### config.mk
export PLATFORM = sky130hd
export DESIGN_NAME = icr_relay
export DESIGN_NICKNAME = d
export VERILOG_FILES = /design/src/icr_pkg.sv /design/src/icr_xq_if.sv /design/src/icr_relay.sv /design/src/icr_xfifo.sv
export SDC_FILE = /design/constraint.sdc
export NUM_CORES = 2
export LEC_CHECK = 0
export BUFFER_PORTS_ARGS = -buffer_cell sky130_fd_sc_hd__buf_2
export CORE_MARGIN = 10
export CORE_UTILIZATION = 30
export CTS_BUF_LIST = sky130_fd_sc_hd__clkbuf_8
export CTS_CLUSTER_DIAMETER = 80
export DETAILED_ROUTE_END_ITERATION = 12
export GPL_TIMING_DRIVEN = 0
export SLEW_MARGIN = 5
export SYNTH_ARGS = -nofsm -noshare
export SYNTH_HDL_FRONTEND = slang
export SYNTH_HIERARCHICAL = 1
export SYNTH_MEMORY_MAX_BITS = 65536
export SYNTH_SLANG_ARGS = --single-unit
### constraint.sdc
create_clock -name clock_i -period 3.7 [get_ports clock_i]
set_clock_uncertainty 0.2 [all_clocks]
set_input_delay 0.185 -clock clock_i [delete_from_list [all_inputs] [get_ports clock_i]]
set_output_delay 0.185 -clock clock_i [all_outputs]
set_load 0.005 [all_outputs]
### src/icr_pkg.sv
// Purpose: shared constants and CRC helper for the inband control cell relay
// Assumes: one clock, link byte streams on the same clock as this logic
// Notes:   cell positions are byte indices within the 60-byte cell
//
// Behaviour
// - upstream cell copied onto both links
// - one four-cell receive queue per link
// - control channel round-robins with user traffic
// - send only when active link allows
// - two or more queued cells clear availability
// - insert buffer holds two whole cells
// - optional CRC-32 over last 48 bytes
// - CRC uses the AAL5 generator polynomial
// - inserted cells carry channel identifier 111110
// - every cell is exactly 60 bytes
// - unused bytes carried, values not guaranteed
// - fixed byte layout of the cell
// - optional bytes sent only if both ends include
// - other contents carried across unchanged
// - maskable status: first cell, CRC error, overflow
// - full queue drops whole new cells
// - cells read one byte per access
// - 8-bit processor data path
package icr_pkg;

    localparam int          CELL_BYTES = 60;
    localparam int          INS_CELLS  = 2;
    localparam int          XQ_CELLS   = 4;
    localparam int          CA_LIMIT   = 2;
    localparam logic [5:0]  CHAN_ID    = 6'h3E;
    localparam logic [5:0]  POS_LAST   = 6'h3B;
    localparam logic [5:0]  POS_PRE0   = 6'h02;
    localparam logic [5:0]  POS_PRE1   = 6'h03;
    localparam logic [5:0]  POS_H5     = 6'h08;
    localparam logic [5:0]  POS_UDF    = 6'h09;
    localparam logic [5:0]  POS_PAY    = 6'h0C;
    localparam logic [5:0]  POS_CRC    = 6'h38;
    localparam int          OPT_PRE    = 0;
    localparam int          OPT_H5     = 1;
    localparam int          OPT_UDF    = 2;
    localparam logic [31:0] CRC_POLY   = 32'h04C11DB7;
    localparam logic [31:0] CRC_INIT   = 32'hFFFFFFFF;
    localparam logic [31:0] CRC_RESID  = 32'hC704DD7B;
    localparam int          EV_FIRST   = 0;
    localparam int          EV_CRC     = 1;
    localparam int          EV_OVF     = 2;

    typedef logic [5:0] icr_pos_t;

    // msb-first shift, one byte per call
    function automatic logic [31:0] icr_crc_byte(input logic [31:0] c,
                                                 input logic [7:0]  d);
        logic [31:0] r;
        r = c;
        for (int i = 7; i >= 0; i--) begin
            r = {r[30:0], 1'b0} ^ ((r[31] ^ d[i]) ? CRC_POLY : 32'h00000000);
        end
        return r;
    endfunction : icr_crc_byte

endpackage : icr_pkg

### src/icr_xq_if.sv
// Purpose: carrier between the relay top and one extract queue
// Assumes: all signals on the relay clock
// Notes:   rx_sof marks byte 0 of an arriving cell
interface icr_xq_if;
    logic [7:0] rx_byte;
    logic       rx_valid;
    logic       rx_sof;
    logic       rd_req;
    logic [7:0] rd_byte;
    logic       rd_valid;
    logic [2:0] count;
    logic       cell_avail;
    logic [2:0] ev;

    modport fifo (input  rx_byte, rx_valid, rx_sof, rd_req,
                  output rd_byte, rd_valid, count, cell_avail, ev);
    modport host (output rx_byte, rx_valid, rx_sof, rd_req,
                  input  rd_byte, rd_valid, count, cell_avail, ev);
endinterface : icr_xq_if

### src/icr_relay.sv
// Purpose: control cell insert path and dual extract queues
// Assumes: link byte streams and processor strobes are on clock_i
// Notes:   one insert cell is sent per granted slot, both links alike
module icr_relay
    import icr_pkg::*;
(
    input  wire logic       clock_i,
    input  wire logic       sys_rst_i,
    input  wire logic       crc_gen_en_i,
    input  wire logic       active_link_i,
    input  wire logic [2:0] loc_opt_i,
    input  wire logic [2:0] far_opt_i,
    input  wire logic [7:0] ins_byte_i,
    input  wire logic       ins_valid_i,
    output logic            ins_ready_o,
    input  wire logic       slot_i,
    input  wire logic       user_req_i,
    output logic            user_grant_o,
    output logic [7:0]      tx1_byte_o,
    output logic            tx1_valid_o,
    output logic            tx1_sof_o,
    output logic [7:0]      tx2_byte_o,
    output logic            tx2_valid_o,
    output logic            tx2_sof_o,
    output logic            tx1_upstream_cell_available_o,
    output logic            tx2_upstream_cell_available_o,
    input  wire logic       rx1_upstream_cell_available_i,
    input  wire logic       rx2_upstream_cell_available_i,
    input  wire logic [7:0] rx1_byte_i,
    input  wire logic       rx1_valid_i,
    input  wire logic       rx1_sof_i,
    input  wire logic [7:0] rx2_byte_i,
    input  wire logic       rx2_valid_i,
    input  wire logic       rx2_sof_i,
    input  wire logic       rd_link_i,
    input  wire logic       rd_req_i,
    output logic [7:0]      rd_byte_o,
    output logic            rd_valid_o,
    input  wire logic [5:0] stat_mask_i,
    input  wire logic [5:0] stat_clr_i,
    output logic [5:0]      stat_o,
    output logic            irq_o
);
    typedef enum logic [0:0] {TX_IDLE, TX_SEND} icr_tx_t;

    logic [7:0]  ins_q [INS_CELLS][CELL_BYTES];
    logic        iw_cell_q;
    logic        ir_cell_q;
    icr_pos_t    iw_pos_q;
    logic [1:0]  ins_cnt_q;
    icr_tx_t     tx_st_q;
    icr_pos_t    tx_pos_q;
    logic        crc_en_q;
    logic [31:0] tx_crc_q;
    logic        last_ctrl_q;
    logic        grant_q;
    logic [7:0]  tx_byte_q;
    logic        tx_valid_q;
    logic        tx_sof_q;
    logic        rd_sel_q;
    logic [5:0]  stat_q;
    logic        ins_wr;
    logic        ins_done;
    logic        tx_done;
    logic        ca_active;
    logic        ctrl_rdy;
    logic        pick_ctrl;
    logic        pick_user;
    logic [7:0]  raw_byte;
    logic [7:0]  out_byte;
    logic        keep;
    logic [5:0]  ev_all;

    icr_xq_if xq1 ();
    icr_xq_if xq2 ();

    // ==================================================================
    // insert buffer, two whole cells
    assign ins_ready_o = ins_cnt_q != 2'(INS_CELLS);
    assign ins_wr      = ins_valid_i & ins_ready_o;
    assign ins_done    = ins_wr & (iw_pos_q == POS_LAST);
    assign tx_done     = (tx_st_q == TX_SEND) & (tx_pos_q == POS_LAST);

    always_ff @(posedge clock_i) begin
        if (ins_wr) begin
            ins_q[iw_cell_q][iw_pos_q] <= ins_byte_i;
        end
    end

    always_ff @(posedge clock_i or posedge sys_rst_i) begin
        if (sys_rst_i) begin
            iw_pos_q  <= '0;
            iw_cell_q <= 1'b0;
        end else if (ins_wr) begin
            iw_pos_q <= ins_done ? 6'h00 : iw_pos_q + 6'h01;
            if (ins_done) begin
                iw_cell_q <= ~iw_cell_q;
            end
        end
    end

    always_ff @(posedge clock_i or posedge sys_rst_i) begin
        if (sys_rst_i) begin
            ins_cnt_q <= 2'h0;
        end else begin
            ins_cnt_q <= ins_cnt_q + 2'(ins_done) - 2'(tx_done);
        end
    end

    // ==================================================================
    // upstream scheduling
    // flow follows the active link only; the spare copy is best effort
    assign ca_active = active_link_i ? rx2_upstream_cell_available_i
                                     : rx1_upstream_cell_available_i;
    assign ctrl_rdy  = (ins_cnt_q != 2'h0) & ca_active;
    // alternate when both want the slot
    assign pick_ctrl = slot_i & (tx_st_q == TX_IDLE) & ctrl_rdy
                       & (~user_req_i | ~last_ctrl_q);
    assign pick_user = slot_i & (tx_st_q == TX_IDLE) & user_req_i
                       & ~pick_ctrl;

    always_ff @(posedge clock_i or posedge sys_rst_i) begin
        if (sys_rst_i) begin
            last_ctrl_q <= 1'b0;
            grant_q     <= 1'b0;
        end else begin
            grant_q <= pick_user;
            if (pick_ctrl || pick_user) begin
                last_ctrl_q <= pick_ctrl;
            end
        end
    end

    assign user_grant_o = grant_q;

    always_ff @(posedge clock_i or posedge sys_rst_i) begin
        if (sys_rst_i) begin
            tx_st_q   <= TX_IDLE;
            tx_pos_q  <= '0;
            ir_cell_q <= 1'b0;
            crc_en_q  <= 1'b0;
        end else begin
            unique case (tx_st_q)
                TX_IDLE: begin
                    if (pick_ctrl) begin
                        tx_st_q  <= TX_SEND;
                        tx_pos_q <= '0;
                        crc_en_q <= crc_gen_en_i;
                    end
                end
                TX_SEND: begin
                    tx_pos_q <= tx_pos_q + 6'h01;
                    if (tx_done) begin
                        tx_st_q   <= TX_IDLE;
                        ir_cell_q <= ~ir_cell_q;
                    end
                end
            endcase
        end
    end

    // ==================================================================
    // outgoing byte shaping
    assign raw_byte = ins_q[ir_cell_q][tx_pos_q];

    always_comb begin
        out_byte = raw_byte;
        if (tx_pos_q == POS_PRE1) begin
            out_byte = {raw_byte[7:6], CHAN_ID};
        end else if (crc_en_q && tx_pos_q >= POS_CRC) begin
            unique case (tx_pos_q[1:0])
                2'h0:    out_byte = ~tx_crc_q[31:24];
                2'h1:    out_byte = ~tx_crc_q[23:16];
                2'h2:    out_byte = ~tx_crc_q[15:8];
                default: out_byte = ~tx_crc_q[7:0];
            endcase
        end
    end

    // positions follow the fixed cell layout
    always_comb begin
        keep = 1'b1;
        if (tx_pos_q == POS_PRE0 || tx_pos_q == POS_PRE1) begin
            keep = loc_opt_i[OPT_PRE] & far_opt_i[OPT_PRE];
        end else if (tx_pos_q == POS_H5) begin
            keep = loc_opt_i[OPT_H5] & far_opt_i[OPT_H5];
        end else if (tx_pos_q == POS_UDF) begin
            keep = loc_opt_i[OPT_UDF] & far_opt_i[OPT_UDF];
        end
    end

    always_ff @(posedge clock_i or posedge sys_rst_i) begin
        if (sys_rst_i) begin
            tx_crc_q <= CRC_INIT;
        end else if (pick_ctrl) begin
            tx_crc_q <= CRC_INIT;
        end else if (tx_st_q == TX_SEND && tx_pos_q >= POS_PAY
                     && tx_pos_q < POS_CRC) begin
            tx_crc_q <= icr_crc_byte(tx_crc_q, raw_byte);
        end
    end

    always_ff @(posedge clock_i or posedge sys_rst_i) begin
        if (sys_rst_i) begin
            tx_byte_q  <= 8'h00;
            tx_valid_q <= 1'b0;
            tx_sof_q   <= 1'b0;
        end else begin
            tx_byte_q  <= out_byte;
            tx_valid_q <= (tx_st_q == TX_SEND) & keep;
            tx_sof_q   <= (tx_st_q == TX_SEND) & (tx_pos_q == 6'h00);
        end
    end

    // same registers feed both links, so the copies cannot differ
    assign tx1_byte_o  = tx_byte_q;
    assign tx1_valid_o = tx_valid_q;
    assign tx1_sof_o   = tx_sof_q;
    assign tx2_byte_o  = tx_byte_q;
    assign tx2_valid_o = tx_valid_q;
    assign tx2_sof_o   = tx_sof_q;

    // ==================================================================
    // extract queues
    assign xq1.rx_byte  = rx1_byte_i;
    assign xq1.rx_valid = rx1_valid_i;
    assign xq1.rx_sof   = rx1_sof_i;
    assign xq1.rd_req   = rd_req_i & ~rd_link_i;
    assign xq2.rx_byte  = rx2_byte_i;
    assign xq2.rx_valid = rx2_valid_i;
    assign xq2.rx_sof   = rx2_sof_i;
    assign xq2.rd_req   = rd_req_i & rd_link_i;

    icr_xfifo #(.CELLS(XQ_CELLS)) u_xq1 (
        .clock_i   (clock_i),
        .sys_rst_i (sys_rst_i),
        .q         (xq1.fifo)
    );
    icr_xfifo #(.CELLS(XQ_CELLS)) u_xq2 (
        .clock_i   (clock_i),
        .sys_rst_i (sys_rst_i),
        .q         (xq2.fifo)
    );

    // far end is trusted to stop within two slots of this bit dropping
    assign tx1_upstream_cell_available_o = xq1.cell_avail;
    assign tx2_upstream_cell_available_o = xq2.cell_avail;

    always_ff @(posedge clock_i or posedge sys_rst_i) begin
        if (sys_rst_i) begin
            rd_sel_q <= 1'b0;
        end else if (rd_req_i) begin
            rd_sel_q <= rd_link_i;
        end
    end

    assign rd_byte_o  = rd_sel_q ? xq2.rd_byte : xq1.rd_byte;
    assign rd_valid_o = xq1.rd_valid | xq2.rd_valid;

    // ==================================================================
    // sticky status; a same-cycle event beats the clear
    assign ev_all = {xq2.ev, xq1.ev};

    always_ff @(posedge clock_i or posedge sys_rst_i) begin
        if (sys_rst_i) begin
            stat_q <= 6'h00;
        end else begin
            stat_q <= (stat_q & ~stat_clr_i) | ev_all;
        end
    end

    assign stat_o = stat_q;
    assign irq_o  = |(stat_q & stat_mask_i);
endmodule : icr_relay

### src/icr_xfifo.sv
// Purpose: per-link receive queue for control cells with CRC check
// Assumes: a cell arrives as 60 consecutive valid bytes
// Notes:   a new sof mid-cell abandons the partial cell
module icr_xfifo
    import icr_pkg::*;
#(
    parameter int CELLS = XQ_CELLS
) (
    input  wire logic clock_i,
    input  wire logic sys_rst_i,
    icr_xq_if.fifo    q
);
    localparam int CW = $clog2(CELLS);

    logic [7:0]     mem_q [CELLS][CELL_BYTES];
    logic [CW-1:0]  wcell_q;
    logic [CW-1:0]  rcell_q;
    icr_pos_t       wpos_q;
    icr_pos_t       rpos_q;
    logic [2:0]     cnt_q;
    logic           wact_q;
    logic [31:0]    crc_q;
    logic [7:0]     rd_byte_q;
    logic           rd_valid_q;
    logic [2:0]     ev_q;
    logic           full;
    logic           start;
    logic           wbyte;
    logic           commit;
    logic           pop;
    logic [31:0]    crc_d;

    assign full   = cnt_q == 3'(CELLS);
    assign start  = q.rx_valid & q.rx_sof;
    assign wbyte  = q.rx_valid & ~q.rx_sof & wact_q;
    assign commit = wbyte & (wpos_q == POS_LAST);
    assign pop    = q.rd_req & (cnt_q != 3'h0) & (rpos_q == POS_LAST);
    assign crc_d  = (wpos_q >= POS_PAY) ? icr_crc_byte(crc_q, q.rx_byte) : crc_q;

    // ==================================================================
    // storage
    always_ff @(posedge clock_i) begin
        if (start && !full) begin
            mem_q[wcell_q][0] <= q.rx_byte;
        end else if (wbyte) begin
            mem_q[wcell_q][wpos_q] <= q.rx_byte;
        end
    end

    // ==================================================================
    // write side
    always_ff @(posedge clock_i or posedge sys_rst_i) begin
        if (sys_rst_i) begin
            wact_q  <= 1'b0;
            wpos_q  <= '0;
            wcell_q <= '0;
            crc_q   <= CRC_INIT;
        end else if (start) begin
            wact_q <= ~full;
            wpos_q <= 6'h01;
            crc_q  <= CRC_INIT;
        end else if (wbyte) begin
            wpos_q <= wpos_q + 6'h01;
            crc_q  <= crc_d;
            if (commit) begin
                wact_q  <= 1'b0;
                wcell_q <= wcell_q + 1'b1;
            end
        end
    end

    // ==================================================================
    // read side, one byte per request
    always_ff @(posedge clock_i or posedge sys_rst_i) begin
        if (sys_rst_i) begin
            rpos_q     <= '0;
            rcell_q    <= '0;
            rd_byte_q  <= 8'h00;
            rd_valid_q <= 1'b0;
        end else begin
            rd_valid_q <= q.rd_req & (cnt_q != 3'h0);
            if (q.rd_req && cnt_q != 3'h0) begin
                rd_byte_q <= mem_q[rcell_q][rpos_q];
                rpos_q    <= pop ? 6'h00 : rpos_q + 6'h01;
                if (pop) begin
                    rcell_q <= rcell_q + 1'b1;
                end
            end
        end
    end

    always_ff @(posedge clock_i or posedge sys_rst_i) begin
        if (sys_rst_i) begin
            cnt_q <= 3'h0;
            ev_q  <= 3'h0;
        end else begin
            cnt_q <= cnt_q + 3'(commit) - 3'(pop);
            ev_q[EV_FIRST] <= commit & (cnt_q == 3'h0);
            ev_q[EV_CRC]   <= commit & (crc_d != CRC_RESID);
            ev_q[EV_OVF]   <= start & full;
        end
    end

    assign q.rd_byte    = rd_byte_q;
    assign q.rd_valid   = rd_valid_q;
    assign q.count      = cnt_q;
    assign q.cell_avail = cnt_q < 3'(CA_LIMIT);
    assign q.ev         = ev_q;
endmodule : icr_xfifo

==> flow_metrics.tcl <==
set metrics [dict create \
    vdd.ir_drop.worst_uv 386.2 \
    cts_sink_cnt 4997 \
    synth_cell_type_count 95 \
    switching_power_as_a_share_of_total_power_pct 24.03 \
    largest_fanout_of_any_net_on_the_critical_path 11 \
    placeableCoreArea_mm2 0.6596 \
    total_leakage_power_nw 74.19 \
    cts-htree-levels 6 \
    numPortBuffers 96 \
    switchingPower_mw 27.56 \
    detail_route.vias_per_cell 5.485 \
    dp.final_hpwl_mm 425.4 \
    grt_antenna_before_repair 74 \
    achievable-frequency_mhz 232.2 \
    run_status "complete, but fails checks" \
    critical_path_required_ns 4.66 \
    timing.critical_path.buf_inv 9 \
    maxSlewViolCount 148 \
    syn_area_mm2 0.1988 \
    min_path_type "input pin to flop" \
    postLayoutSetupSlackWorst_ns -0.6065 \
    clock_latency_ns 1.36 \
    top_post_synthesis_cells_by_count "4800 x sky130_fd_sc_hd__edfxtp_1, 1141 x sky130_fd_sc_hd__mux4_2, 488 x sky130_fd_sc_hd__and3_1, 323 x sky130_fd_sc_hd__clkbuf_1, 291 x sky130_fd_sc_hd__nor2_1" \
    critical_path.startpoint_type "flop" \
    die_h_um 834.1 \
    floorplan.die_area_mm2 0.6958 \
    setup.worst_path.class "flop to flop" \
    internal_power_mw 87.14 \
    synth_ff_type "sky130_fd_sc_hd__edfxtp_1" \
    syn-mean-instance-area_um2 20.47 \
    cts_tree "built" \
    yosys.cell_count.top_type "sky130_fd_sc_hd__edfxtp_1" \
    finish.net_count 11000 \
    multi_input_comb_area_mm2 0.04803 \
    max_cap_violations 14 \
    fill_cells 60980 \
    syn-num-nets 9802 \
    detail_route.wirelength_mm 660.7 \
    num_rows 298 \
    post_synth_main_area_contributors "sky130_fd_sc_hd__edfxtp_1 72%, sky130_fd_sc_hd__mux4_2 13%, sky130_fd_sc_hd__and3_1 1.5%" \
    number_of_primary_i_o_pins 97 \
    wl_per_cell_um 32.50 \
    tritoncts.num_buffers 803 \
    critical_path.cell_chain "buf_4 -> inv_8 -> buf_12 -> buf_12 -> buf_12 -> buf_12 -> mux2i_4 -> o22ai_1 -> o21bai_1 -> nand4_1 -> buf_6 -> xor2_4 -> buf_12 -> buf_12 -> xnor2_4 -> xor2_1 -> xnor2_1 -> a21oi_1" \
    post-route-drc-count 0 \
    postSynthCellCount 9716 \
    slowest_stage "sky130_fd_sc_hd__mux2i_4" \
    grt_remaining_overflow 0 \
    clk_transition_reported_paths_ns 0.06 \
    synth-edff-count 4800 \
    detailedRoute.firstPassIterationCount 6 \
    period_minus_slack_ns 4.307 \
    netlist.area_leader.share_pct 72.49 \
    final-setup-viol-count 318 \
    critical_path.endpoint_type "flop" \
    finalSetupTns_ns -28.68 \
    final_layout_size_suffix_gt1_share_pct 29.28 \
    violations "max-capacitance violations, max-slew violations, negative setup slack" \
    ant_nets 0 \
    rsz0062_at_grt "true" \
    vias_in_the_first_global_route 109500 \
    pwr_density_cell_mw_per_mm2 490.9 \
    post-place-ws_ns -3.035 \
    seq_power_share_pct 54.9 \
    routed-via-count 111500 \
    register_area_mm2 0.1492 \
    p_comb_share_pct 6.0 \
    start_util_pct 30.15 \
    gp_routability_congestion 0.9809 \
    synth_largest_area_cell "sky130_fd_sc_hd__edfxtp_1" \
    ys.warnings.count 6 \
    aggregate_global_route_resource_usage_pct 18.29 \
    timing.critical_path.slowest_cell_delay_ns 0.41 \
    grt_max_degree 173 \
    seq_area_frac_synth_pct 75.03 \
    hold_violations 0 \
    first_pass_grt_wire_length_mm 899.7 \
    finalCritPeriodShare_pct 116.4 \
    synth.ff_latch_count 4997 \
    synthArstFlopShare_pct 3.942 \
    cp_data_arrival_time_ns 5.26 \
    drt_iter0_markers 16710 \
    cpMostUsedCell "sky130_fd_sc_hd__buf_12" \
    clock_tree.buffer_depth 4 \
    clock_tree.root_cell "sky130_fd_sc_hd__clkbuf_8" \
    crit_family "buffers and inverters" \
    fp.dieW_um 834.1 \
    maxSlewHeadroom_pct -12.04 \
    area_growth_syn_to_layout_pct 17.51 \
    power.share.clock_pct 39.1 \
    transition_time_at_the_pin_with_the_least_slew_margin_ns 1.681 \
]
[registers in the layout (all words and copies together), names as in the netlist, 8 cells and up]
name / count
u_xq1/mem_q: 1920
tx1_byte_o: 8
u_xq2/crc_q: 32
u_xq1/q.rd_byte: 8
ins_q: 960
u_xq2/q.rd_byte: 8
u_xq2/mem_q: 1920
tx_crc_q: 32
u_xq1/crc_q: 32
[per-stage QoR]
step	std cells	instance area [µm²]	total power, mW	utilization [%]	hold WS (ns)
after floorplan	9716	198900	67.11	-	0.07157
after detailed placement	18550	211500	69.75	32.06	0.1585
after global routing	20270	233500	118.2	35.40	0.01244
final	20330	233700	114.7	35.42	0.05449
after CTS	20220	232500	114.9	35.25	0.01899
after global placement	18510	210300	69.67	31.88	0.1982
[area by class of cell]
| type | count | area share, % |
|---|---|---|
| clock inverters | 632 | 1.548 |
| multi-input cells | 4022 | 20.56 |
| plain buffers | 640 | 2.370 |
| clock buffers | 813 | 4.789 |
| well taps | 8700 | 4.659 |
| inverters | 47 | 0.08354 |
| repair buffers | 398 | 2.057 |
| diodes | 82 | 0.08782 |
| flip-flops and latches | 4997 | 63.85 |
[final timing paths]
| check | slack (ns) | cells past startpoint | to | start |
|---|---|---|---|---|
| max | -0.61 | 18 | tx_crc_q[14] | tx_pos_q[1] |
| min | 0.05 | 3 | u_xq1/mem_q[0][454] | rx1_byte_i[6] |
| max reg2reg | -0.61 | 18 | tx_crc_q[14] | tx_pos_q[1] |
| min reg2reg | 0.29 | 1 | ins_cnt_q[1] | ins_cnt_q[1] |
| max in group asynchronous | 2.17 | 5 | u_xq2/crc_q[2] | sys_rst_i |
| min in group asynchronous | 0.22 | 4 | u_xq1/q.rd_byte[6] | sys_rst_i |
[power by group through the flow]
| stage | registers (mW) | logic, mW | clock network (mW) |
|---|---|---|---|
| 3_5_place_dp | 64.1 | 5.62 | 0 |
| 3_3_place_gp | 64.3 | 5.37 | 0 |
| 6_report | 63.0 | 6.88 | 44.8 |
| 2_1_floorplan | 64.1 | 3.06 | 0 |
| 4_1_cts | 63.0 | 6.43 | 45.5 |
| 5_1_grt | 63.0 | 7.17 | 48.0 |
[cells by family after synthesis]
family | Yosys count | synth area share, %
flops | 4997 | 75.03
xor+xnor | 222 | 1.292
simple gates | 1274 | 3.329
mux | 1544 | 15.08
compound gates | 953 | 3.331
buf+inv | 697 | 1.751
fa+ha+maj | 29 | 0.1900
[metal layers]
layer	vias up	global-route usage, %	wire length [µm]
met4	22	9.242	38180
li1	43080	-	-
met1	58950	23.46	244600
met2	7725	27.66	295000
met3	1747	6.137	82690
met5	-	0.1830	315
[worst register-to-register path, stage by stage (launching register included)]
cell and delay [ns]:
sky130_fd_sc_hd__dfrtp_1 0.40, sky130_fd_sc_hd__buf_4 0.21, sky130_fd_sc_hd__inv_8 0.18, sky130_fd_sc_hd__buf_12 0.24
sky130_fd_sc_hd__buf_12 0.26, sky130_fd_sc_hd__buf_12 0.28, sky130_fd_sc_hd__buf_12 0.27, sky130_fd_sc_hd__mux2i_4 0.42
sky130_fd_sc_hd__o22ai_1 0.13, sky130_fd_sc_hd__o21bai_1 0.22, sky130_fd_sc_hd__nand4_1 0.15, sky130_fd_sc_hd__buf_6 0.17
sky130_fd_sc_hd__xor2_4 0.16, sky130_fd_sc_hd__buf_12 0.14, sky130_fd_sc_hd__buf_12 0.12, sky130_fd_sc_hd__xnor2_4 0.20
sky130_fd_sc_hd__xor2_1 0.23, sky130_fd_sc_hd__xnor2_1 0.14, sky130_fd_sc_hd__a21oi_1 0.08
[repair_timing]
| item | in CTS | in global routing |
|---|---|---|
| endpoints found under the hold margin | 5619 | 20 |
| gates resized for setup | 897 | 202 |
| hold buffers | 136 | 1 |
| pin swaps | 39 | 29 |
| cloned | 6 | 2 |
| endpoints found under the setup margin | 1953 | 1113 |
| setup buffers | 99 | 24 |
[cell usage in the layout, fill, tap and decap left out, types with 28 or more instances in the layout]
cell type	n
sky130_fd_sc_hd__a21oi_1	197
sky130_fd_sc_hd__a21oi_2	28
sky130_fd_sc_hd__a221oi_1	45
sky130_fd_sc_hd__a22o_1	63
sky130_fd_sc_hd__a22oi_1	224
sky130_fd_sc_hd__and3_1	436
sky130_fd_sc_hd__and3_2	52
sky130_fd_sc_hd__buf_12	63
sky130_fd_sc_hd__buf_16	84
sky130_fd_sc_hd__buf_2	96
sky130_fd_sc_hd__buf_4	193
sky130_fd_sc_hd__buf_6	101
sky130_fd_sc_hd__buf_8	49
sky130_fd_sc_hd__clkbuf_1	204
sky130_fd_sc_hd__clkbuf_2	72
sky130_fd_sc_hd__clkbuf_4	29
sky130_fd_sc_hd__clkbuf_8	826
sky130_fd_sc_hd__clkinv_1	207
sky130_fd_sc_hd__clkinv_2	84
sky130_fd_sc_hd__dfrtp_1	100
sky130_fd_sc_hd__dfstp_2	96
sky130_fd_sc_hd__diode_2	82
sky130_fd_sc_hd__dlygate4sd3_1	110
sky130_fd_sc_hd__edfxtp_1	4800
sky130_fd_sc_hd__inv_1	298
sky130_fd_sc_hd__mux2_2	107
sky130_fd_sc_hd__mux2i_1	259
sky130_fd_sc_hd__mux4_2	1142
sky130_fd_sc_hd__nand2_1	189
sky130_fd_sc_hd__nand3_1	71
sky130_fd_sc_hd__nor2_1	276
sky130_fd_sc_hd__nor2b_1	40
sky130_fd_sc_hd__nor3_1	51
sky130_fd_sc_hd__o21ai_0	70
sky130_fd_sc_hd__o22a_1	30
sky130_fd_sc_hd__o22ai_1	41
sky130_fd_sc_hd__xnor2_1	108
sky130_fd_sc_hd__xor2_1	46
(Power assumes the default switching activity.)
